### src/port_switch_regs.vh
// Register offsets, field positions, reset values and timing counts.
`ifndef PORT_SWITCH_REGS_VH
`define PORT_SWITCH_REGS_VH

// Register offsets.
`define REG_DEVICE_ID      8'h01
`define REG_CONTROL        8'h02
`define REG_INTERRUPT      8'h03
`define REG_STATUS         8'h04
`define REG_MANUAL_SWITCH_SETTING      8'h05

// Control register fields.
`define CTRL_INT_MASK      0
`define CTRL_MAN_SW_EN     2
`define CTRL_SOFT_RESET    6
`define CTRL_RESET_VAL     8'h05

// Manual switch register fields and codes.
`define MAN_PATH_LSB       0
`define MAN_PATH_MSB       1
`define MAN_FET            7
`define MAN_RESET_VAL      8'h81
`define PATH_OPEN          2'h0
`define PATH_HOST_A        2'h1
`define PATH_HOST_B        2'h2
`define PATH_AUDIO         2'h3

// Interrupt register bits.
`define INT_ID_CHANGE      0
`define INT_VBUS_CHANGE    1
`define INT_ATTACH_CHANGE  2
`define INT_BUTTON         3

// Bus-held-low reset time in ms and clock rate in kHz.
`define BUS_RESET_MS       30
`define CLK_KHZ            100000
`define BUS_RESET_CYCLES   (`BUS_RESET_MS * `CLK_KHZ)

`endif

### src/usb_port_switch_control.v
// Control logic of a USB-port accessory switch with an I2C slave.
`timescale 1ns/1ns
`default_nettype none
`include "port_switch_regs.vh"

module usb_port_switch_control #(
    parameter [6:0]  SLAVE_ADDR       = 7'h25,
    parameter [7:0]  DEVICE_ID        = 8'h5a,
    parameter [31:0] BUS_RESET_CYCLES = `BUS_RESET_CYCLES
) (
    // Clock and reset
    input  wire        core_clk,
    input  wire        rst_b,
    // I2C pins
    input  wire        i2c_scl_in,
    input  wire        i2c_sda_in,
    output wire        i2c_sda_out,
    output reg         i2c_sda_oe,
    // Detection inputs from the analog front end
    input  wire        id_resistor_present,
    input  wire        vbus_valid,
    input  wire        charger_detected,
    input  wire        button_pressed,
    // Switch controls
    output reg         sw_host_a,
    output reg         sw_host_b,
    output reg         sw_audio,
    output reg         sw_vbus_fet,
    // Charger detect open-drain pin and interrupt
    output wire        charger_attached_n_out,
    output reg         charger_attached_n_oe,
    output reg         irq_n
);

    localparam [2:0] ST_IDLE    = 3'h0;
    localparam [2:0] ST_ADDR    = 3'h1;
    localparam [2:0] ST_ACK_OUT = 3'h2;
    localparam [2:0] ST_RX      = 3'h3;
    localparam [2:0] ST_TX      = 3'h4;
    localparam [2:0] ST_ACK_IN  = 3'h5;

    // Every pin input except rst_b passes two flip-flops before any logic looks at it.
    reg  [5:0]  meta_reg;
    reg  [5:0]  sync_reg;
    wire        scl_s  = sync_reg[0];
    wire        sda_s  = sync_reg[1];
    wire        id_s   = sync_reg[2];
    wire        vbus_s = sync_reg[3];
    wire        chg_s  = sync_reg[4];
    wire        btn_s  = sync_reg[5];

    reg         scl_d_reg;
    reg         sda_d_reg;
    reg  [31:0] low_cnt_reg;
    reg         bus_rst_reg;
    wire        hw_rst = ~rst_b | bus_rst_reg;

    reg  [2:0]  state_reg;
    reg  [3:0]  bit_cnt_reg;
    reg  [7:0]  shift_reg;
    reg  [7:0]  tx_reg;
    reg  [7:0]  ptr_reg;
    reg         ptr_got_reg;
    reg         rw_reg;

    reg  [7:0]  ctrl_reg;
    reg  [7:0]  man_reg;
    reg  [3:0]  int_reg;
    reg  [3:0]  int_next;
    reg         soft_rst_reg;
    reg         id_d_reg;
    reg         vbus_d_reg;
    reg         att_d_reg;
    reg         btn_d_reg;
    reg  [7:0]  rdata;
    reg  [1:0]  path;
    reg         fet_req;

    wire scl_rise = scl_s & ~scl_d_reg;
    wire scl_fall = ~scl_s & scl_d_reg;
    wire start    = scl_s & scl_d_reg & sda_d_reg & ~sda_s;
    wire stop     = scl_s & scl_d_reg & ~sda_d_reg & sda_s;
    // A USB accessory shows either its ID resistor or bus voltage.
    wire attached = id_s | vbus_s;
    wire wr_en    = (state_reg == ST_RX) & scl_fall & (bit_cnt_reg == 4'h8)
                    & ptr_got_reg;
    wire rd_load  = (state_reg == ST_ACK_OUT) & scl_fall & rw_reg;
    wire rd_clr   = rd_load & (ptr_reg == `REG_INTERRUPT);

    assign i2c_sda_out            = 1'b0;
    assign charger_attached_n_out = 1'b0;

    always @(posedge core_clk) begin
        if (!rst_b) begin
            meta_reg <= 6'h03;
            sync_reg <= 6'h03;
        end else begin
            meta_reg <= {button_pressed, charger_detected, vbus_valid,
                         id_resistor_present, i2c_sda_in, i2c_scl_in};
            sync_reg <= meta_reg;
        end
    end

    // The bus-low watchdog sits only under the pin reset, so it can
    // release itself after one reset cycle instead of holding itself in reset.
    always @(posedge core_clk) begin
        if (!rst_b) begin
            low_cnt_reg <= 32'h0;
            bus_rst_reg <= 1'b0;
        end else if (!scl_s && !sda_s) begin
            if (low_cnt_reg == BUS_RESET_CYCLES - 32'h1) begin
                bus_rst_reg <= 1'b1;
                low_cnt_reg <= 32'h0;
            end else begin
                bus_rst_reg <= 1'b0;
                low_cnt_reg <= low_cnt_reg + 32'h1;
            end
        end else begin
            bus_rst_reg <= 1'b0;
            low_cnt_reg <= 32'h0;
        end
    end

    always @* begin
        case (ptr_reg)
            `REG_DEVICE_ID: rdata = DEVICE_ID;
            `REG_CONTROL:   rdata = ctrl_reg;
            `REG_INTERRUPT: rdata = {4'h0, int_reg};
            `REG_STATUS:    rdata = {4'h0, btn_s, chg_s, vbus_s, id_s};
            `REG_MANUAL_SWITCH_SETTING: rdata = man_reg;
            default:        rdata = 8'h00;
        endcase
    end

    // I2C slave: bits are taken on SCL rising, SDA changes on SCL falling.
    always @(posedge core_clk) begin
        if (hw_rst) begin
            scl_d_reg   <= 1'b1;
            sda_d_reg   <= 1'b1;
            state_reg   <= ST_IDLE;
            bit_cnt_reg <= 4'h0;
            shift_reg   <= 8'h00;
            tx_reg      <= 8'h00;
            ptr_reg     <= 8'h00;
            ptr_got_reg <= 1'b0;
            rw_reg      <= 1'b0;
            i2c_sda_oe  <= 1'b0;
        end else begin
            scl_d_reg <= scl_s;
            sda_d_reg <= sda_s;
            if (start) begin
                state_reg   <= ST_ADDR;
                bit_cnt_reg <= 4'h0;
                ptr_got_reg <= 1'b0;
                i2c_sda_oe  <= 1'b0;
            end else if (stop) begin
                state_reg  <= ST_IDLE;
                i2c_sda_oe <= 1'b0;
            end else begin
                case (state_reg)
                    ST_ADDR, ST_RX: begin
                        if (scl_rise) begin
                            shift_reg   <= {shift_reg[6:0], sda_s};
                            bit_cnt_reg <= bit_cnt_reg + 4'h1;
                        end else if (scl_fall && bit_cnt_reg == 4'h8) begin
                            if (state_reg == ST_ADDR) begin
                                if (shift_reg[7:1] == SLAVE_ADDR) begin
                                    rw_reg     <= shift_reg[0];
                                    i2c_sda_oe <= 1'b1;
                                    state_reg  <= ST_ACK_OUT;
                                end else begin
                                    state_reg <= ST_IDLE;
                                end
                            end else begin
                                if (!ptr_got_reg) begin
                                    ptr_reg     <= shift_reg;
                                    ptr_got_reg <= 1'b1;
                                end else begin
                                    ptr_reg <= ptr_reg + 8'h01;
                                end
                                i2c_sda_oe <= 1'b1;
                                state_reg  <= ST_ACK_OUT;
                            end
                        end
                    end
                    ST_ACK_OUT: begin
                        if (scl_fall) begin
                            bit_cnt_reg <= 4'h0;
                            if (rw_reg) begin
                                tx_reg     <= {rdata[6:0], 1'b0};
                                i2c_sda_oe <= ~rdata[7];
                                ptr_reg    <= ptr_reg + 8'h01;
                                state_reg  <= ST_TX;
                            end else begin
                                i2c_sda_oe <= 1'b0;
                                state_reg  <= ST_RX;
                            end
                        end
                    end
                    ST_TX: begin
                        if (scl_rise) begin
                            bit_cnt_reg <= bit_cnt_reg + 4'h1;
                        end else if (scl_fall) begin
                            if (bit_cnt_reg == 4'h8) begin
                                i2c_sda_oe <= 1'b0;
                                state_reg  <= ST_ACK_IN;
                            end else begin
                                i2c_sda_oe <= ~tx_reg[7];
                                tx_reg     <= {tx_reg[6:0], 1'b0};
                            end
                        end
                    end
                    ST_ACK_IN: begin
                        // A master NACK ends the read; wait for the stop.
                        if (scl_rise) begin
                            state_reg <= sda_s ? ST_IDLE : ST_ACK_OUT;
                        end
                    end
                    default: begin
                        i2c_sda_oe <= 1'b0;
                    end
                endcase
            end
        end
    end

    // Control and manual registers survive a software reset.
    always @(posedge core_clk) begin
        if (hw_rst) begin
            ctrl_reg     <= `CTRL_RESET_VAL;
            man_reg      <= `MAN_RESET_VAL;
            soft_rst_reg <= 1'b0;
        end else begin
            soft_rst_reg <= 1'b0;
            if (wr_en && ptr_reg == `REG_CONTROL) begin
                ctrl_reg <= shift_reg & ~(8'h01 << `CTRL_SOFT_RESET);
                soft_rst_reg <= shift_reg[`CTRL_SOFT_RESET];
            end
            if (wr_en && ptr_reg == `REG_MANUAL_SWITCH_SETTING) begin
                man_reg <= shift_reg;
            end
        end
    end

    // A new event in the same cycle as the read-clear is kept.
    always @* begin
        int_next = rd_clr ? 4'h0 : int_reg;
        if (id_s != id_d_reg)
            int_next[`INT_ID_CHANGE] = 1'b1;
        if (vbus_s != vbus_d_reg)
            int_next[`INT_VBUS_CHANGE] = 1'b1;
        if (attached != att_d_reg)
            int_next[`INT_ATTACH_CHANGE] = 1'b1;
        if (btn_s && !btn_d_reg && id_s)
            int_next[`INT_BUTTON] = 1'b1;
    end

    always @(posedge core_clk) begin
        if (hw_rst) begin
            int_reg    <= 4'h0;
            id_d_reg   <= 1'b0;
            vbus_d_reg <= 1'b0;
            att_d_reg  <= 1'b0;
            btn_d_reg  <= 1'b0;
            irq_n      <= 1'b1;
        end else if (soft_rst_reg) begin
            // A soft reset keeps the pin history, so no false event follows.
            int_reg    <= 4'h0;
            id_d_reg   <= id_s;
            vbus_d_reg <= vbus_s;
            att_d_reg  <= attached;
            btn_d_reg  <= btn_s;
            irq_n      <= 1'b1;
        end else begin
            int_reg    <= int_next;
            id_d_reg   <= id_s;
            vbus_d_reg <= vbus_s;
            att_d_reg  <= attached;
            btn_d_reg  <= btn_s;
            irq_n <= ~((|int_next) & ~ctrl_reg[`CTRL_INT_MASK]);
        end
    end

    // Without manual switching the default routes an attached USB
    // accessory to host A and requests the FET.
    always @* begin
        if (ctrl_reg[`CTRL_MAN_SW_EN]) begin
            path    = man_reg[`MAN_PATH_MSB:`MAN_PATH_LSB];
            fet_req = man_reg[`MAN_FET];
        end else begin
            path    = `PATH_HOST_A;
            fet_req = 1'b1;
        end
    end

    // Each path code drives at most one switch, so D+ and D- never reach two ports.
    always @(posedge core_clk) begin
        if (hw_rst) begin
            sw_host_a             <= 1'b0;
            sw_host_b             <= 1'b0;
            sw_audio              <= 1'b0;
            sw_vbus_fet           <= 1'b0;
            charger_attached_n_oe <= 1'b0;
        end else begin
            sw_host_a <= attached & (path == `PATH_HOST_A);
            sw_host_b <= attached & (path == `PATH_HOST_B);
            sw_audio    <= attached & (path == `PATH_AUDIO);
            sw_vbus_fet <= attached & vbus_s & fet_req;
            charger_attached_n_oe <= chg_s;
        end
    end

endmodule // usb_port_switch_control
`default_nettype wire

### config.mk
export PLATFORM = sky130hd
export DESIGN_NAME = usb_port_switch_control
export DESIGN_NICKNAME = d
export VERILOG_FILES = /design/src/usb_port_switch_control.v
export VERILOG_INCLUDE_DIRS = /design/src
export SDC_FILE = /design/constraint.sdc
export NUM_CORES = 1
export LEC_CHECK = 0
export BUFFER_PORTS_ARGS = -buffer_cell sky130_fd_sc_hd__buf_2
export CAP_MARGIN = 10
export CORE_UTILIZATION = 45
export CTS_CLUSTER_DIAMETER = 100
export CTS_CLUSTER_SIZE = 40
export DETAILED_ROUTE_END_ITERATION = 12
export MAX_ROUTING_LAYER = met4
export SYNTH_ARGS = -nofsm -noshare
export SYNTH_HDL_FRONTEND = slang
export SYNTH_SLANG_ARGS = --single-unit
### constraint.sdc
create_clock -name core_clk -period 5.1 [get_ports core_clk]
set_clock_uncertainty 0.1 [all_clocks]
set_input_delay 0.51 -clock core_clk [delete_from_list [all_inputs] [get_ports core_clk]]
set_output_delay 0.51 -clock core_clk [all_outputs]
set_load 0.005 [all_outputs]
==> results of run 1 <==
==> routing by layer <==
metal / track usage [%] / vias up / wire length [um]
met3: 5.216 / 11 / 385
met1: 27.10 / 1898 / 5661
met4: 6.000 / 0 / 137
met2: 30.09 / 56 / 4936
li1: - / 2070 / -
met5: - / - / 0
==> logic make-up (layout without fill, tap and decap cells) <==
logic type	Yosys count	in the layout
AND/OR/NAND/NOR	262	262
flip-flops	110	110
AO/OA/AOI/OAI	103	103
buffers and inverters	43	49
XOR/XNOR	35	35
multiplexers	25	25
adder cells (fa/ha/maj)	7	7
other	1	2
==> final cells by class <==
cell class,count,area share [%]
clock buffers,11,4.300
multi-input cells,434,50.09
repair buffers,17,1.640
well taps,143,3.169
inverters,16,1.064
clock inverters,5,0.7314
flip-flops and latches,110,39.01
==> path summary, 6_finish.rpt <==
path / start / endpoint / slack [ns] / depth (start not counted)
setup / recovery: state_reg[2] / tx_reg[1] / 2.50 / 5
hold / removal: i2c_scl_in / meta_reg[0] / 0.22 / 2
setup reg to reg: state_reg[2] / tx_reg[1] / 2.50 / 5
hold reg to reg: meta_reg[1] / sync_reg[1] / 0.31 / 1
==> placed cells by master (no fill, tap or decap), types with 4 or more instances in the layout <==
| cell type | count |
|---|---|
| dfxtp_1 | 110 |
| nor2_1 | 53 |
| nand2_1 | 48 |
| a21oi_1 | 32 |
| xnor2_1 | 27 |
| nand3_1 | 22 |
| mux2i_1 | 22 |
| o21ai_0 | 20 |
| nor2_2 | 20 |
| and2_1 | 17 |
| inv_1 | 16 |
| nor3_1 | 16 |
| buf_2 | 14 |
| nand2b_1 | 12 |
| nor2b_1 | 12 |
| nor4_1 | 9 |
| nand4_1 | 9 |
| clkbuf_16 | 9 |
| a211oi_1 | 8 |
| xor2_1 | 8 |
| and3_1 | 7 |
| a22oi_1 | 7 |
| ha_1 | 7 |
| a221oi_1 | 6 |
| a32oi_1 | 5 |
| and4_1 | 5 |
| a31oi_1 | 4 |
| nor3b_1 | 4 |
==> where the power goes <==
| part | switching, mW | total, mW | internal (mW) | leakage, nW |
|---|---|---|---|---|
| clock | 0.328 | 0.679 | 0.350 | 0.138 |
| sequential | 0.00759 | 0.875 | 0.867 | 0.890 |
| combinational | 0.0201 | 0.0354 | 0.0153 | 0.946 |
| total | 0.356 | 1.59 | 1.23 | 1.97 |
==> stage by stage <==
stage	cell area, um^2	utilization [%]
after global routing	5645	49.65
after CTS	5638	49.59
final	5645	49.65
after floorplan	5239	-
after global placement	5354	47.09
after detailed placement	5354	47.09
==> flow_summary.ini, run 1 <==
[setup_path]
path_delay_family = simple AND/OR/NAND/NOR gates
criticalPathCategory = reg -> reg
critical_path.max_stage_delay_ns = 0.71
cp.arrival_ns = 2.74
critical_path_capture_point_type = flop
critPathLaunchType = flop
timing.critical_path.required_ns = 5.24
path_cells = nor3b_2 -> nand2_1 -> a21oi_1 -> mux2i_1 -> nor2_1
timing.critical_path.slowest_stage_cell = nor3b_2
critical_path.n_buffers_inverters = 0
worst-path-max-fanout = 14

[synthesis]
netlist.area_leader.share_pct = 42.07
synth_top_area_cells = dfxtp_1 42%, xnor2_1 4.5%, mux2i_1 4.2%, nor2_1 3.8%, nand2_1 3.4%
muxShareOfSynthArea_pct = 4.852
synth_area_mm2 = 0.005235
ys_seq_area_share_pct = 42.07
synth-edff-count = 0
postSynthRegisterBits = 110
synth_simple_gate_area_share_pct = 28.49
netlist_instances = 586
post-synth-top-count-cell = dfxtp_1
post_synth_xor_area_fraction_pct = 5.856
postSynth.asyncResetShare_pct = 0
postSynthAreaPerCell_um2 = 8.933
dominant_combinational_cell_family_by_area_after_synthesis = simple AND/OR/NAND/NOR gates
yosysTopAreaCell = dfxtp_1
commonest_cells_in_the_netlist = 110 x dfxtp_1, 53 x nor2_1, 48 x nand2_1
top_flip_flop_cell_by_instance_count_after_synthesis = dfxtp_1
post_synth_fa_ha_maj_area_fraction_pct = 1.673
compound_cell_area_share_of_the_yosys_netlist_pct = 13.00
number_of_warnings_issued_by_yosys = 0
yosys.cell_types.count = 68

[place]
placedCellCount = 719
pre_cts_slack_ns = 2.509
place_hpwl_mm = 7.781
place.gp.congestion = 0.8206
io_buffers = 14

[clocking]
cts_max_path_buffers = 2
post_cts_resize_count = 0
cts.reportedPaths.clkPinSlew_ns = 0.07
tritoncts = yes
cts_inserted_buffers = 9
cts-htree-levels = 3
buffer_count_from_post_cts_setup_fixing = 0
hold_buffers = 0
later_pin_clock_latency_in_the_skew_report_ns = 0.36
cts.sink_count = 110
cts-root-buf = clkbuf_16

[global_route]
grt_pass1_vias = 3649
largest_net_degree_at_the_start_of_global_routing = 38
grt.total_usage_pct = 20.31
grt.overflow.total = 0
grt_antenna_before_repair = 0
grt_first_pass_wirelength_mm = 18.07

[layout]
post_route_cells_drive_above_1_share_pct = 12.31
finish.net_count = 603
antennaDiodeCount = 0
area.sequential_mm2 = 0.002202
largest_reg_flops = 32
multi_input_logic_area_mm2 = 0.002828
final_cells = 736
layout.filler_cells = 1108
layout-area-overhead-vs-synth_pct = 7.839

[sta]
highest_clock_frequency_the_design_can_meet_ghz = 0.3843
grt_setup_unrepaired = no
slew-limit-headroom_pct = 35.56
totalNegativeSetupSlack_ns = 0
whs_ns = 0.2214
report.final.setup_viol = 0
timing_worst_slew_pin_value_ns = 0.9641
layout_worst_path_cycle_share_pct = 51.03
final_period_minus_worst_setup_slack_ns = 2.602
finalWorstSetupSlack_ns = 2.498
number_of_slew_limit_violations_in_the_final_report = 0
final_hold_viol_count = 0

[detailed_routing]
dr.first_iter.drc_count = 220
wl_mm = 11.12
routed_via_density = 5.482
dr_total_vias = 4035
drc = 0
routedWlPerCell_um = 15.11
antenna_violating_nets_post_route = 0
drt-pass1-iter-count = 4

[floorplan]
io_pins = 17
floorplan.rows = 39
effective_utilization_at_floorplan_pct = 46.04
chipHeight_um = 109.9
die-area_mm2 = 0.01207
chipWidth_um = 109.9
coreArea_mm2 = 0.01137

[hold_path]
hold_path_class = in -> reg

[job]
max_cap_violations = 0

[pwr]
leakage_nw = 1.974
vdd.ir_drop.worst_mv = 0.2781
power-per-cell-area_mw_per_mm2 = 281.4
finalPower_mw = 1.589

[outcome]
status = finished clean
No activity file was read; power rests on OpenSTA's default activity.
==> inputs of run 2 (changes only) <==
--- a/config.mk
+++ b/config.mk
@@ -6,6 +6,7 @@
 export SDC_FILE = /design/constraint.sdc
 export NUM_CORES = 1
 export LEC_CHECK = 0
+export ABC_AREA = 1
 export BUFFER_PORTS_ARGS = -buffer_cell sky130_fd_sc_hd__buf_2
 export CAP_MARGIN = 10
 export CORE_UTILIZATION = 45
==> constraint.sdc (replaced) <==
create_clock -name core_clk -period 2.6 [get_ports core_clk]
set_clock_uncertainty 0.1 [all_clocks]
set_input_delay 0.26 -clock core_clk [delete_from_list [all_inputs] [get_ports core_clk]]
set_output_delay 0.26 -clock core_clk [all_outputs]
set_load 0.005 [all_outputs]
==> run 2 against run 1 <==
Cell count rose by 34%. Utilization rose by 1.0 points. Non-clock buffer count rose by 7. Register-to-register slack got worse by 2.0 ns. Sequential cell count did not move. Combinational power rose to 33 times the previous value.
==> flow_summary.ini, run 2 <==
[job]
max_cap_violations = 0

[setup_path]
critPathLaunchType = flop
critical_path_capture_point_type = flop
timing.critical_path.required_ns = 2.75
worst-path-max-fanout = 15
criticalPathCategory = reg -> reg
timing.critical_path.slowest_stage_cell = dfxtp_1
cp.arrival_ns = 2.23
path_cells = inv_1 -> nor2_1 -> nand2_2 -> nand2_1 -> nor2_2 -> nand2_2 -> inv_1 -> o21ai_0 -> nor2_1
critical_path.max_stage_delay_ns = 0.59

[synthesis]
netlist.area_leader.share_pct = 39.64
postSynthAreaPerCell_um2 = 6.800
synth_area_mm2 = 0.005555
synth-edff-count = 0
yosysTopAreaCell = dfxtp_1
ys_seq_area_share_pct = 39.64
postSynthRegisterBits = 110
netlist_instances = 817
top_flip_flop_cell_by_instance_count_after_synthesis = dfxtp_1
yosys.cell_types.count = 36
commonest_cells_in_the_netlist = 184 x nand2_1, 134 x nor2_1, 110 x dfxtp_1
synth_top_area_cells = dfxtp_1 40%, nand2_1 12%, nor2_1 9.1%, inv_1 6.5%, a21oi_1 5.4%
number_of_warnings_issued_by_yosys = 0
post-synth-top-count-cell = nand2_1
postSynth.asyncResetShare_pct = 0

[place]
placedCellCount = 965
io_buffers = 14
place_hpwl_mm = 10.30
dpl-instance-area_mm2 = 0.005717
place.gp.congestion = 0.9280

[clocking]
post_cts_resize_count = 0
cts-root-buf = clkbuf_16
cts_inserted_buffers = 9
cts_max_path_buffers = 2
buffer_count_from_post_cts_setup_fixing = 0
later_pin_clock_latency_in_the_skew_report_ns = 0.36
cts-htree-levels = 3
cts.sink_count = 110
cts.reportedPaths.clkPinSlew_ns = 0.07
tritoncts = yes
hold_buffers = 6

[global_route]
grt.total_usage_pct = 23.26
grt_first_pass_wirelength_mm = 22.64
grt.overflow.total = 0
largest_net_degree_at_the_start_of_global_routing = 39
grt_pass1_vias = 4696
grt_antenna_before_repair = 0

[layout]
final_cells = 987
post_route_cells_drive_above_1_share_pct = 10.24
final_cell_mix = 184 x nand2_1, 133 x nor2_1, 110 x dfxtp_1
antennaDiodeCount = 0
largest_reg_flops = 32
layout_commonest_cell = nand2_1
layout-area-overhead-vs-synth_pct = 9.550
finish.net_count = 850
final_area_mm2 = 0.006086

[detailed_routing]
dr_total_vias = 5036
routed_via_density = 5.102
dr.first_iter.drc_count = 352
routedWlPerCell_um = 13.77
drc = 0
wl_mm = 13.59
antenna_violating_nets_post_route = 0
drt-pass1-iter-count = 4

[floorplan]
coreArea_mm2 = 0.01201
effective_utilization_at_floorplan_pct = 46.25
chipWidth_um = 113.1
chipHeight_um = 113.1
io_pins = 17
die-area_mm2 = 0.01279
floorplan.rows = 40

[sta]
grt_setup_unrepaired = no
highest_clock_frequency_the_design_can_meet_ghz = 0.4822
final_hold_viol_count = 0
final_period_minus_worst_setup_slack_ns = 2.074
totalNegativeSetupSlack_ns = 0
report.final.setup_viol = 0
number_of_slew_limit_violations_in_the_final_report = 0
layout_worst_path_cycle_share_pct = 79.76

[hold_path]
hold_path_class = in -> reg

[pwr]
power-per-cell-area_mw_per_mm2 = 736.6
vdd.ir_drop.worst_mv = 0.3776
leakage_nw = 2.462

[outcome]
status = finished clean
[run 2: cell types whose count changed after synthesis, sizes merged, moves of 11 or more]
cell    change
nand2     +149
and2       -17
nor2       +68
or2        +13
o21ai      +28
nand3      +28
mux2i      -22
nand2b     -11
xnor2      -15
nor2b      -12
clkbuf     -11
a21oi      +28
inv        +86
[run 2: report_power, final]
group | total [mW] | switching, mW | internal [mW]
combinational | 1.16 | 0.794 | 0.365
sequential | 1.90 | 0.109 | 1.79
clock | 1.43 | 0.647 | 0.780
[run 2: critical path, delay by kind of cell, from the launching register on]
family,cells,cell delay [ns]
AND/OR/NAND/NOR,6,0.85
flip-flops,1,0.59
buffers and inverters,2,0.24
AO/OA/AOI/OAI,1,0.18
[run 2: worst paths after layout]
| path | start | to | slack [ns] | cells past startpoint |
|---|---|---|---|---|
| max | state_reg[0] | ptr_reg[5] | 0.53 | 9 |
| min | rst_b | meta_reg[2] | 0.09 | 3 |
| max reg2reg | state_reg[0] | ptr_reg[5] | 0.53 | 9 |
| min reg2reg | meta_reg[1] | sync_reg[1] | 0.31 | 1 |
[run 2: through the flow]
step                util [%]  worst slack, ns  power [mW]  hold slack, ns
floorplan                  -           0.9359       2.853          0.2576
global placement       47.59           0.6127       3.046          0.2939
detailed placement     47.59           0.5739       3.067          0.3006
CTS                    50.67           0.5624       4.509         0.07759
global route           50.67           0.2579       4.762         0.08571
finish                 50.67           0.5263       4.483         0.09018
[run 2: final cells by class]
cell class | instances | area, um^2
clock inverters | 6 | 70.07
clock buffers | 10 | 239.0
multi-input cells | 588 | 2848
well taps | 147 | 183.9
repair buffers | 24 | 160.2
flip-flops and latches | 110 | 2202
fillers | 1209 | 5926
inverters | 102 | 382.9
[run 2: per-layer routing]
metal	vias up	global-route usage, %	wire length, um
li1	2630	-	-
met4	0	8.596	303
met3	23	4.981	663
met2	96	38.49	6574
met1	2287	27.82	6049
met5	-	-	0
[run 2: logic make-up after synthesis]
kind of cell	share of synthesized area, %
flops	39.64
fa+ha+maj	1.577
xor+xnor	2.838
compound gates	10.79
simple gates	35.88
buf+inv	9.212
other cells	0.06750
